File: src/verilog/asr_pkg.sv
package asr_pkg;

  // ------------------------------------------------------------------
  // Widths and bus encodings
  // ------------------------------------------------------------------
  localparam int ADDR_W = 16;
  localparam int DATA_W = 16;
  localparam int LANES = 2;

  // ------------------------------------------------------------------
  // Timing figures in ns and derived cycle counts at 100 MHz
  // ------------------------------------------------------------------
  localparam int CLK_PERIOD_NS = 10;
  localparam int READ_CYCLE_NS = 15;
  localparam int WRITE_CYCLE_NS = 15;
  localparam int STROBE_PULSE_OE_HIGH_NS = 10;
  localparam int STROBE_PULSE_OE_LOW_NS = 12;
  localparam int BUS_RELEASE_NS = 7;
  localparam int READ_CYCLE_CYC = (READ_CYCLE_NS + CLK_PERIOD_NS - 1) / CLK_PERIOD_NS;
  localparam int WRITE_CYCLE_CYC = (WRITE_CYCLE_NS + CLK_PERIOD_NS - 1) / CLK_PERIOD_NS;
  localparam int STROBE_CYC =
    (STROBE_PULSE_OE_HIGH_NS + CLK_PERIOD_NS - 1) / CLK_PERIOD_NS;
  localparam int RELEASE_CYC = (BUS_RELEASE_NS + CLK_PERIOD_NS - 1) / CLK_PERIOD_NS;
  localparam int RECOVERY_CYC = READ_CYCLE_CYC;
  localparam int CNT_W = 4;

  // ------------------------------------------------------------------
  // Values after reset
  // ------------------------------------------------------------------
  localparam logic [ADDR_W-1:0] ADDR_RST = 16'h0000;
  localparam logic [DATA_W-1:0] DATA_RST = 16'h0000;

  typedef struct packed {
    logic write;
    logic [LANES-1:0] lane_en;
    logic [ADDR_W-1:0] addr;
    logic [DATA_W-1:0] wdata;
  } asr_req_t;

  typedef struct packed {
    logic chip_select_n;
    logic output_enable_n;
    logic write_strobe_n;
    logic low_byte_sel_n;
    logic high_byte_sel_n;
  } asr_ctl_t;

  localparam asr_ctl_t CTL_IDLE = 5'h1f;

  typedef enum logic [2:0] {
    ST_IDLE = 3'b000,
    ST_READ = 3'b001,
    ST_WREL = 3'b010,
    ST_WRITE = 3'b011,
    ST_WEND = 3'b100,
    ST_RECOVER = 3'b101
  } asr_state_t;

endpackage : asr_pkg
File: src/verilog/asr_host.sv
// Overview of operation
// - Any of three going high ends write.
// - Strobe held low, lane pulses frame writes.
// - Strobe stays high through every read.
// - Address valid by chip select falling.
// - Reads spaced by read cycle time.
// - Writes last at least write cycle time.
// - Strobe pulse meets minimum width.
// - Wait read cycle after retention exit; an exit seen outside ST_IDLE is ignored.
`timescale 1ns/100ps
`default_nettype none

module asr_host
  import asr_pkg::*;
(
  input wire logic sys_clk,
  input wire logic sys_rst,
  input wire asr_pkg::asr_req_t req,
  input wire logic req_valid,
  output logic req_ready,
  output logic [asr_pkg::DATA_W-1:0] rd_data,
  output logic rd_valid,
  input wire logic retention_exit,
  output logic [asr_pkg::ADDR_W-1:0] word_address,
  output logic chip_select_n,
  output logic output_enable_n,
  output logic write_strobe_n,
  output logic low_byte_sel_n,
  output logic high_byte_sel_n,
  input wire logic [asr_pkg::DATA_W-1:0] data_bus_in,
  output logic [asr_pkg::DATA_W-1:0] data_bus_out,
  output logic [asr_pkg::LANES-1:0] data_bus_oe
);

  // ------------------------------------------------------------------
  // Input synchronisers
  // ------------------------------------------------------------------
  logic [DATA_W-1:0] din_s1_r;
  logic [DATA_W-1:0] din_s2_r;

  always_ff @(posedge sys_clk) begin
    din_s1_r <= data_bus_in;
    din_s2_r <= din_s1_r;
  end

  // ------------------------------------------------------------------
  // Sequencer
  // ------------------------------------------------------------------
  // Reads wait two extra cycles so sampled data has crossed the synchroniser.
  localparam logic [CNT_W-1:0] READ_CNT = CNT_W'(READ_CYCLE_CYC + 2);
  localparam logic [CNT_W-1:0] REL_CNT = CNT_W'(RELEASE_CYC);
  localparam logic [CNT_W-1:0] STB_CNT = CNT_W'(STROBE_CYC);
  localparam logic [CNT_W-1:0] REC_CNT = CNT_W'(RECOVERY_CYC);

  asr_state_t state_r, state_nxt;
  logic [CNT_W-1:0] cnt_r, cnt_nxt;
  asr_req_t cur_r;
  asr_ctl_t ctl_r, ctl_nxt;
  logic [DATA_W-1:0] rd_data_r;
  logic rd_valid_r, rd_valid_nxt;
  logic req_ready_r;
  logic [LANES-1:0] oe_r, oe_nxt;

  wire cnt_done = (cnt_r == '0);
  wire take = req_valid && req_ready_r;
  wire [CNT_W-1:0] cnt_dec = cnt_done ? cnt_r : cnt_r - CNT_W'(1);
  // A request with no lane enabled would be a null cycle, so both lanes are used.
  wire [LANES-1:0] lanes = (req.lane_en == '0) ? {LANES{1'b1}} : req.lane_en;

  always_comb begin
    state_nxt = state_r;
    cnt_nxt = cnt_dec;
    ctl_nxt = ctl_r;
    oe_nxt = oe_r;
    rd_valid_nxt = 1'b0;
    case (state_r)
      ST_IDLE: begin
        ctl_nxt = CTL_IDLE;
        oe_nxt = '0;
        if (retention_exit) begin
          state_nxt = ST_RECOVER;
          cnt_nxt = REC_CNT;
        end else if (take && !req.write) begin
          // Address and select change together, so address is valid at the fall.
          ctl_nxt = '{1'b0, 1'b0, 1'b1, !lanes[0], !lanes[1]};
          state_nxt = ST_READ;
          cnt_nxt = READ_CNT;
        end else if (take) begin
          // Output enable stays high so the device never drives during writes.
          ctl_nxt = '{1'b0, 1'b1, 1'b0, 1'b1, 1'b1};
          state_nxt = ST_WREL;
          cnt_nxt = REL_CNT;
        end
      end
      ST_READ: begin
        if (cnt_done) begin
          rd_valid_nxt = 1'b1;
          ctl_nxt = CTL_IDLE;
          state_nxt = ST_IDLE;
        end
      end
      ST_WREL: begin
        if (cnt_done) begin
          ctl_nxt.low_byte_sel_n = !cur_r.lane_en[0];
          ctl_nxt.high_byte_sel_n = !cur_r.lane_en[1];
          oe_nxt = cur_r.lane_en;
          state_nxt = ST_WRITE;
          cnt_nxt = STB_CNT;
        end
      end
      ST_WRITE: begin
        if (cnt_done) begin
          // Lane selects rise first; strobe low across words is legal.
          ctl_nxt.low_byte_sel_n = 1'b1;
          ctl_nxt.high_byte_sel_n = 1'b1;
          state_nxt = ST_WEND;
        end
      end
      ST_WEND: begin
        ctl_nxt = CTL_IDLE;
        oe_nxt = '0; // Data held one cycle past the write end.
        state_nxt = ST_IDLE;
      end
      ST_RECOVER: begin
        if (cnt_done) begin
          state_nxt = ST_IDLE;
        end
      end
      default: begin
        state_nxt = ST_IDLE;
        ctl_nxt = CTL_IDLE;
        oe_nxt = '0;
      end
    endcase
  end

  always_ff @(posedge sys_clk) begin
    if (sys_rst) begin
      state_r <= ST_IDLE;
      cnt_r <= '0;
      ctl_r <= CTL_IDLE;
      oe_r <= '0;
      rd_valid_r <= 1'b0;
      req_ready_r <= 1'b0;
      cur_r <= '0;
      rd_data_r <= DATA_RST;
    end else begin
      state_r <= state_nxt;
      cnt_r <= cnt_nxt;
      ctl_r <= ctl_nxt;
      oe_r <= oe_nxt;
      rd_valid_r <= rd_valid_nxt;
      req_ready_r <= (state_nxt == ST_IDLE) && !take;
      if (take && state_r == ST_IDLE && !retention_exit) begin
        cur_r <= '{req.write, lanes, req.addr, req.wdata};
      end
      if (rd_valid_nxt) begin
        rd_data_r <= din_s2_r;
      end
    end
  end

  assign req_ready = req_ready_r;
  assign rd_data = rd_data_r;
  assign rd_valid = rd_valid_r;
  assign word_address = cur_r.addr;
  assign chip_select_n = ctl_r.chip_select_n;
  assign output_enable_n = ctl_r.output_enable_n;
  assign write_strobe_n = ctl_r.write_strobe_n;
  assign low_byte_sel_n = ctl_r.low_byte_sel_n;
  assign high_byte_sel_n = ctl_r.high_byte_sel_n;
  assign data_bus_out = cur_r.wdata;
  assign data_bus_oe = oe_r;
endmodule : asr_host

`default_nettype wire

File: config.mk
export PLATFORM = sky130hd
export DESIGN_NAME = asr_host
export DESIGN_NICKNAME = d
export VERILOG_FILES = /design/src/verilog/asr_pkg.sv /design/src/verilog/asr_host.sv
export SDC_FILE = /design/constraint.sdc
export NUM_CORES = 1
export LEC_CHECK = 0
export ABC_CLOCK_PERIOD_IN_PS = 5840
export CORE_ASPECT_RATIO = 1.1
export CORE_MARGIN = 2
export CORE_UTILIZATION = 39
export DETAILED_ROUTE_END_ITERATION = 12
export DONT_BUFFER_PORTS = 1
export PLACE_DENSITY_LB_ADDON = 0.08
export SLEW_MARGIN = 15
export SYNTH_ARGS = -nofsm -noshare
export SYNTH_HDL_FRONTEND = slang
export SYNTH_SLANG_ARGS = --single-unit
File: constraint.sdc
create_clock -name sys_clk -period 5.84 [get_ports sys_clk]
set_clock_uncertainty 0.2 [all_clocks]
set_input_delay 0.292 -clock sys_clk [delete_from_list [all_inputs] [get_ports sys_clk]]
set_output_delay 0.292 -clock sys_clk [all_outputs]
set_load 0.01 [all_outputs]
# ---- After elaboration in Yosys (flattened, before gate mapping)
# Index checks and enable logic that the tools add are counted.
dict set report op_classes {
  add_sub_neg 1
  eq_ne 7
  mux 26
  n_bitwise 3
  n_reduce_logical 22
}
# op count
set op_table {}
lappend op_table {{$mux W4} 5}
lappend op_table {{$mux W5} 4}
lappend op_table {{$mux W3} 6}
lappend op_table {{$pmux W3 S4} 1}
lappend op_table {{$pmux W2 S5} 1}
lappend op_table {{$pmux W3 S3} 1}
lappend op_table {{$mux W2} 4}
lappend op_table {{$pmux W4 S2} 1}
lappend op_table {{$logic_not A1 Y1} 7}
lappend op_table {{$eq A3 B2 Y1 const B} 2}
lappend op_table {{$logic_not A3 Y1} 2}
lappend op_table {{$ne A2 B2 Y1 const B} 3}
lappend op_table {{$reduce_or A3 Y1} 2}
lappend op_table {{$logic_and A1 B1 Y1} 5}
lappend op_table {{$logic_not A4 Y1} 1}
lappend op_table {{$pmux W2 S2} 1}
lappend op_table {{$reduce_and A2 Y1} 2}
lappend op_table {{$reduce_and A4 Y1} 1}
lappend op_table {{$sub A4 B1 Y4 const B} 1}
lappend op_table {{$eq A3 B1 Y1 const B} 1}
lappend op_table {{$eq A3 B3 Y1 const B} 1}
lappend op_table {{$not A1 Y1} 3}
lappend op_table {{$logic_not A2 Y1} 1}
lappend op_table {{$mux W1} 2}
lappend op_table {{$reduce_or A2 Y1} 1}
dict set report totals {
  regBits 98
  input_bits 55
  output_inout_bits 57
  word_cells 75
}

# ---- Longest topological paths before layout
dict set report depth {
  ltp_word 7
  ltp_mapped 8
  depth_no_buf 8
}

# ---- Worst setup path before layout
# OpenSTA, ideal clock, no wires.
dict set report synth_timing {
  path_type {register to register}
  start {register cnt_r[0]}
  end {register cnt_r[0]}
  setup_ps 128
  arrival_time_ps 1661
  required_time_ps 5512
  slack_ps 3851
  stages_incl_launch_ff 9
  n_path_buf 0
  synth_period_minus_slack_ps 1989
  cell_sequence {dfxtp_1 -> inv_1 -> ha_1 -> nor3b_2 -> inv_2 -> ha_1 -> a21bo_2 -> a221oi_1 -> nor2_1}
}
dict set report synth_between {
  elab_chain_len 6
  word_cells_on_any_way 8
  cone_classes {1 x add/sub; 6 x mux; 1 x reduce/logical}
}
# item line
set synth_lines {}
lappend synth_lines {{start: declaration} asr_host.sv:56} ;# logic [CNT_W-1:0] cnt_r, cnt_nxt;
lappend synth_lines {{start signal: assignment} asr_host.sv:149} ;# cnt_r <= cnt_nxt;
lappend synth_lines {{$sub A4 B1 Y4 or $logic_not A4 Y1 (tied branches)} {asr_host.sv:66, asr_host.sv:64}}
lappend synth_lines {{$mux W4} asr_host.sv:66} ;# wire [CNT_W-1:0] cnt_dec = cnt_done ? cnt_r : cnt_r - CNT_W'(1);
lappend synth_lines {{$mux W4} asr_host.sv:88} ;# end else if (take) begin
lappend synth_lines {{$mux W4} asr_host.sv:83} ;# end else if (take && !req.write) begin
lappend synth_lines {{$mux W4} asr_host.sv:80} ;# if (retention_exit) begin
lappend synth_lines {{$pmux W4 S2 (*)} asr_host.sv:76} ;# case (state_r)
# Mark *: on every way between the ends. The rest lies on a longest branch, timed or not.
# A chain may end at the register's enable or synchronous reset.

# ---- Worst setup path after layout
dict set report layout_timing {
  start {register state_r[0]}
  end {register ctl_r (netlist bit high_byte_sel_n)}
}
dict set report layout_between {
  elab_chain_len 3
  word_cells_on_any_way 11
  cone_classes {7 x eq/ne; 1 x mux; 1 x bitwise; 2 x reduce/logical}
}
# item line
set layout_lines {}
lappend layout_lines {{start: declaration} asr_host.sv:55} ;# asr_state_t state_r, state_nxt;
lappend layout_lines {{start signal: assignment} asr_host.sv:148} ;# state_r <= state_nxt;
lappend layout_lines {{$eq A3 B2 Y1 (tied with other cells)} asr_host.sv:76}
lappend layout_lines {{$ne A2 B2 Y1 (no source line) or $not A1 Y1 (tied branches)} --}
lappend layout_lines {{$reduce_and A4 Y1 (no source line)} --}
lappend layout_lines {{end signal: assignment} asr_host.sv:150} ;# ctl_r <= ctl_nxt;
lappend layout_lines {{end: declaration} asr_host.sv:58} ;# asr_ctl_t ctl_r, ctl_nxt;
# Parallel ways exist; a longest one is shown, timed or not.

==> out/metrics.yaml <==
sta:
  maxSlewViolCount: 0
  worst_slack_ps: 3250
  worst_pin_slew_ps: 1070
  min_period_ps: 2590
  fin_setup_tns_ps: 0
  rsz0062_at_grt: "no"
  relSlewSlack_pct: 28.1
  period_share_pct: 44.3
  finalSetupViolations: 0
  fmax_ghz: 0.386
  hold_violations: 0
placed_design:
  dp.cells: 441
  dp_hpwl_um: 4480
  gp_congestion: 0.774
  io_buffers: 0
  pre_cts_ws_ps: 3200
hold_path:
  hp-class: "input port to flip-flop"
  hold_depth: 2
clock_tree:
  postCtsSetupRepairBufs: 0
  cts-root-buf: "clkbuf_8"
  clock_path_buffers: 2
  cts.clk_slew.worst_paths_ps: 100
  clock_sinks: 98
  post_cts_resize_count: 0
  htreeDepth: 3
  postCtsHoldBufs: 53
  tritoncts: "yes"
  clock_latency_ps: 360
  cts_made_buffers: 9
routing:
  drt-total-wl_um: 7320
  drt_iter0_drc: 96
  wire_per_inst_um: 14.4
  dr.pass1.iters: 4
  num_vias: 2431
  drtAntennaViolNets: 0
  vias_per_cell: 4.77
  drc_errors: 0
logic_synthesis:
  synth_flop_cell: "dfxtp_1"
  synth-seq-cells: 98
  synth_cells: 378
  synthDistinctLibCells: 41
  synth_largest_area_cell: "dfxtp_1"
  synth_edf_count: 0
  netlist_area_mm2: 0.00350
  ys_top_cells_by_area: "dfxtp_1 56%, nand2_1 11%, a21oi_1 8.0%"
  avgSynthCellArea_um2: 9.25
  synthMuxAreaShare_pct: 0
  synthAdderAreaFrac_pct: 0.715
  yosys_warnings: 0
  synth_top_family_by_area: "simple AND/OR/NAND/NOR gates"
  async_flop_share_pct: 0
  synth_compound_area_share_pct: 13.6
  syn-num-nets: 435
  synth_simple_gate_area_share_pct: 18.5
  synth-xor-area-share_pct: 0.501
  ys_seq_area_share_pct: 56.1
  synth.top_cell.area_share_pct: 56.1
job:
  maxCapViolCount: 0
power_and_ir_drop:
  p_total_mw: 1.70
  pwr-share-clk_pct: 33.9
  ir_drop_mv: 0.201
  power_frac_seq_pct: 47.5
  switching_share_pct: 28.5
  powerDensity_mw_per_mm2: 414
  combPwrFrac_pct: 18.6
  switchingPower_mw: 0.485
  internal-power_mw: 1.22
  leakage_nw: 1.46
global_routing:
  grt_usage_pct: 14.7
  overflow: 0
  antenna_found_initial: 0
  grt_max_degree: 66
  grt_pass1_vias: 2193
  grt_pass1_wl_um: 10900
setup_path:
  regToRegStartpoint: "state_r[0]$_SDFF_PP0_"
  crit_path_max_fanout: 37
  crit_chain: "nor4_4, nand3_2, o311a_1, a211o_1"
  reg2regPathDepth: 4
  cpPeakStageDelay_ps: 610
  crit_start: "state_r[0]$_SDFF_PP0_"
  crit_slowest_cell: "nand3_2"
  rrSetupSlack_ps: 3250
  worstPathRequired_ps: 5900
  critPathKind: "flip-flop to flip-flop"
  critPathCaptureType: "flip-flop"
  cp-endpoint: "high_byte_sel_n$_SDFFE_PP1P_"
  startpoint_type: "flip-flop"
  r2r-end: "high_byte_sel_n$_SDFFE_PP1P_"
  arrival_ps: 2650
layout:
  synthToLayoutAreaGrowth_pct: 17.7
  fin_cells: 510
  antenna_cells: 0
  final_common_cell: "nand2_1"
  drive_gt1_share_pct: 7.32
  fin_nets: 448
  layout_common_cells: "100 x nand2_1, 98 x dfxtp_1, 56 x a21oi_1"
floorplan:
  start_util_pct: 39.8
  fp.dieH_um: 103
  boundaryPins: 112
  rows: 36
  die_w_um: 94.3
  dieArea_mm2: 0.00975
  fp.coreArea_mm2: 0.00878
outcome:
  status: "finished clean"
==> flip-flops by register name, indices dropped and copies added, names as in the netlist, 2 cells and up <==
signal,flops
data_bus_out,16
din_s1_r,16
din_s2_r,16
rd_data,16
word_address,16
cnt_r,4
state_r,3
cur_r,2
data_bus_oe,2
==> worst min-delay path by stage <==
stage                        start                           to
2_1_floorplan  din_s1_r[0]$_DFF_P_          din_s2_r[0]$_DFF_P_
3_3_place_gp   din_s1_r[7]$_DFF_P_          din_s2_r[7]$_DFF_P_
3_5_place_dp   din_s1_r[3]$_DFF_P_          din_s2_r[3]$_DFF_P_
4_1_cts                    sys_rst  data_bus_oe[1]$_SDFFE_PP0P_
5_1_grt                    sys_rst  data_bus_oe[1]$_SDFFE_PP0P_
6_report                   req[32]       cur_r[33]$_SDFFE_PP0P_
==> cells in the mapped netlist (3+ instances only) <==
cell type / instances
nand2_1: 100
dfxtp_1: 98
a21oi_1: 56
buf_4: 32
clkbuf_1: 14
nor2_1: 9
buf_6: 5
nand2b_1: 5
nor3b_1: 5
o21ai_0: 5
inv_1: 4
nor2b_1: 3
==> worst max-delay path: cells and delay by family (launching register included) <==
family	cells	cell delay (ps)
compound gates	2	850
flops	1	450
simple gates	2	980
==> power by group through the flow <==
stage | Combinational, mW | Sequential (mW) | Clock, mW
4_1_cts | 0.316 | 0.811 | 0.596
5_1_grt | 0.356 | 0.819 | 0.623
3_3_place_gp | 0.278 | 0.825 | 0
6_report | 0.316 | 0.809 | 0.578
2_1_floorplan | 0.278 | 0.797 | 0
3_5_place_dp | 0.277 | 0.826 | 0
==> cell type report <==
| type | instances | area (µm²) |
|---|---|---|
| clock inverter | 6 | 138 |
| tap | 114 | 143 |
| sequential | 98 | 1960 |
| multi-input combinational | 223 | 1160 |
| clock buffer | 10 | 138 |
| timing repair buffer | 54 | 556 |
| fill | 841 | 4670 |
| inverter | 5 | 18.8 |
==> stage by stage <==
| stage | cell area, µm² | hold slack (ps) | util (%) |
|---|---|---|---|
| floorplan | 3500 | 110 | - |
| global placement | 3290 | 110 | 37.5 |
| detailed placement | 3290 | 112 | 37.5 |
| CTS | 4120 | 8.14 | 46.9 |
| global route | 4120 | 24.7 | 46.9 |
| finish | 4120 | 25.2 | 46.9 |
==> layer usage <==
metal	wire, µm	global-route usage (%)	vias to the layer above
li1	-	-	1243
met3	778	8.04	8
met5	0	0	-
met2	3290	22.4	81
met1	3150	17.3	1099
met4	93	6.02	0
==> logic make-up (layout without fill, tap and decap cells) <==
| logic type | count (synthesis) | count (layout) |
|---|---|---|
| DFF | 98 | 98 |
| and+or+nand+nor | 138 | 138 |
| buffers and inverters | 57 | 75 |
| AOI/OAI and AO/OA | 81 | 81 |
| xor gates and xnor gates | 2 | 2 |
| adders and majority gates | 2 | 2 |
Note: power is estimated with default switching activity, not from simulation.
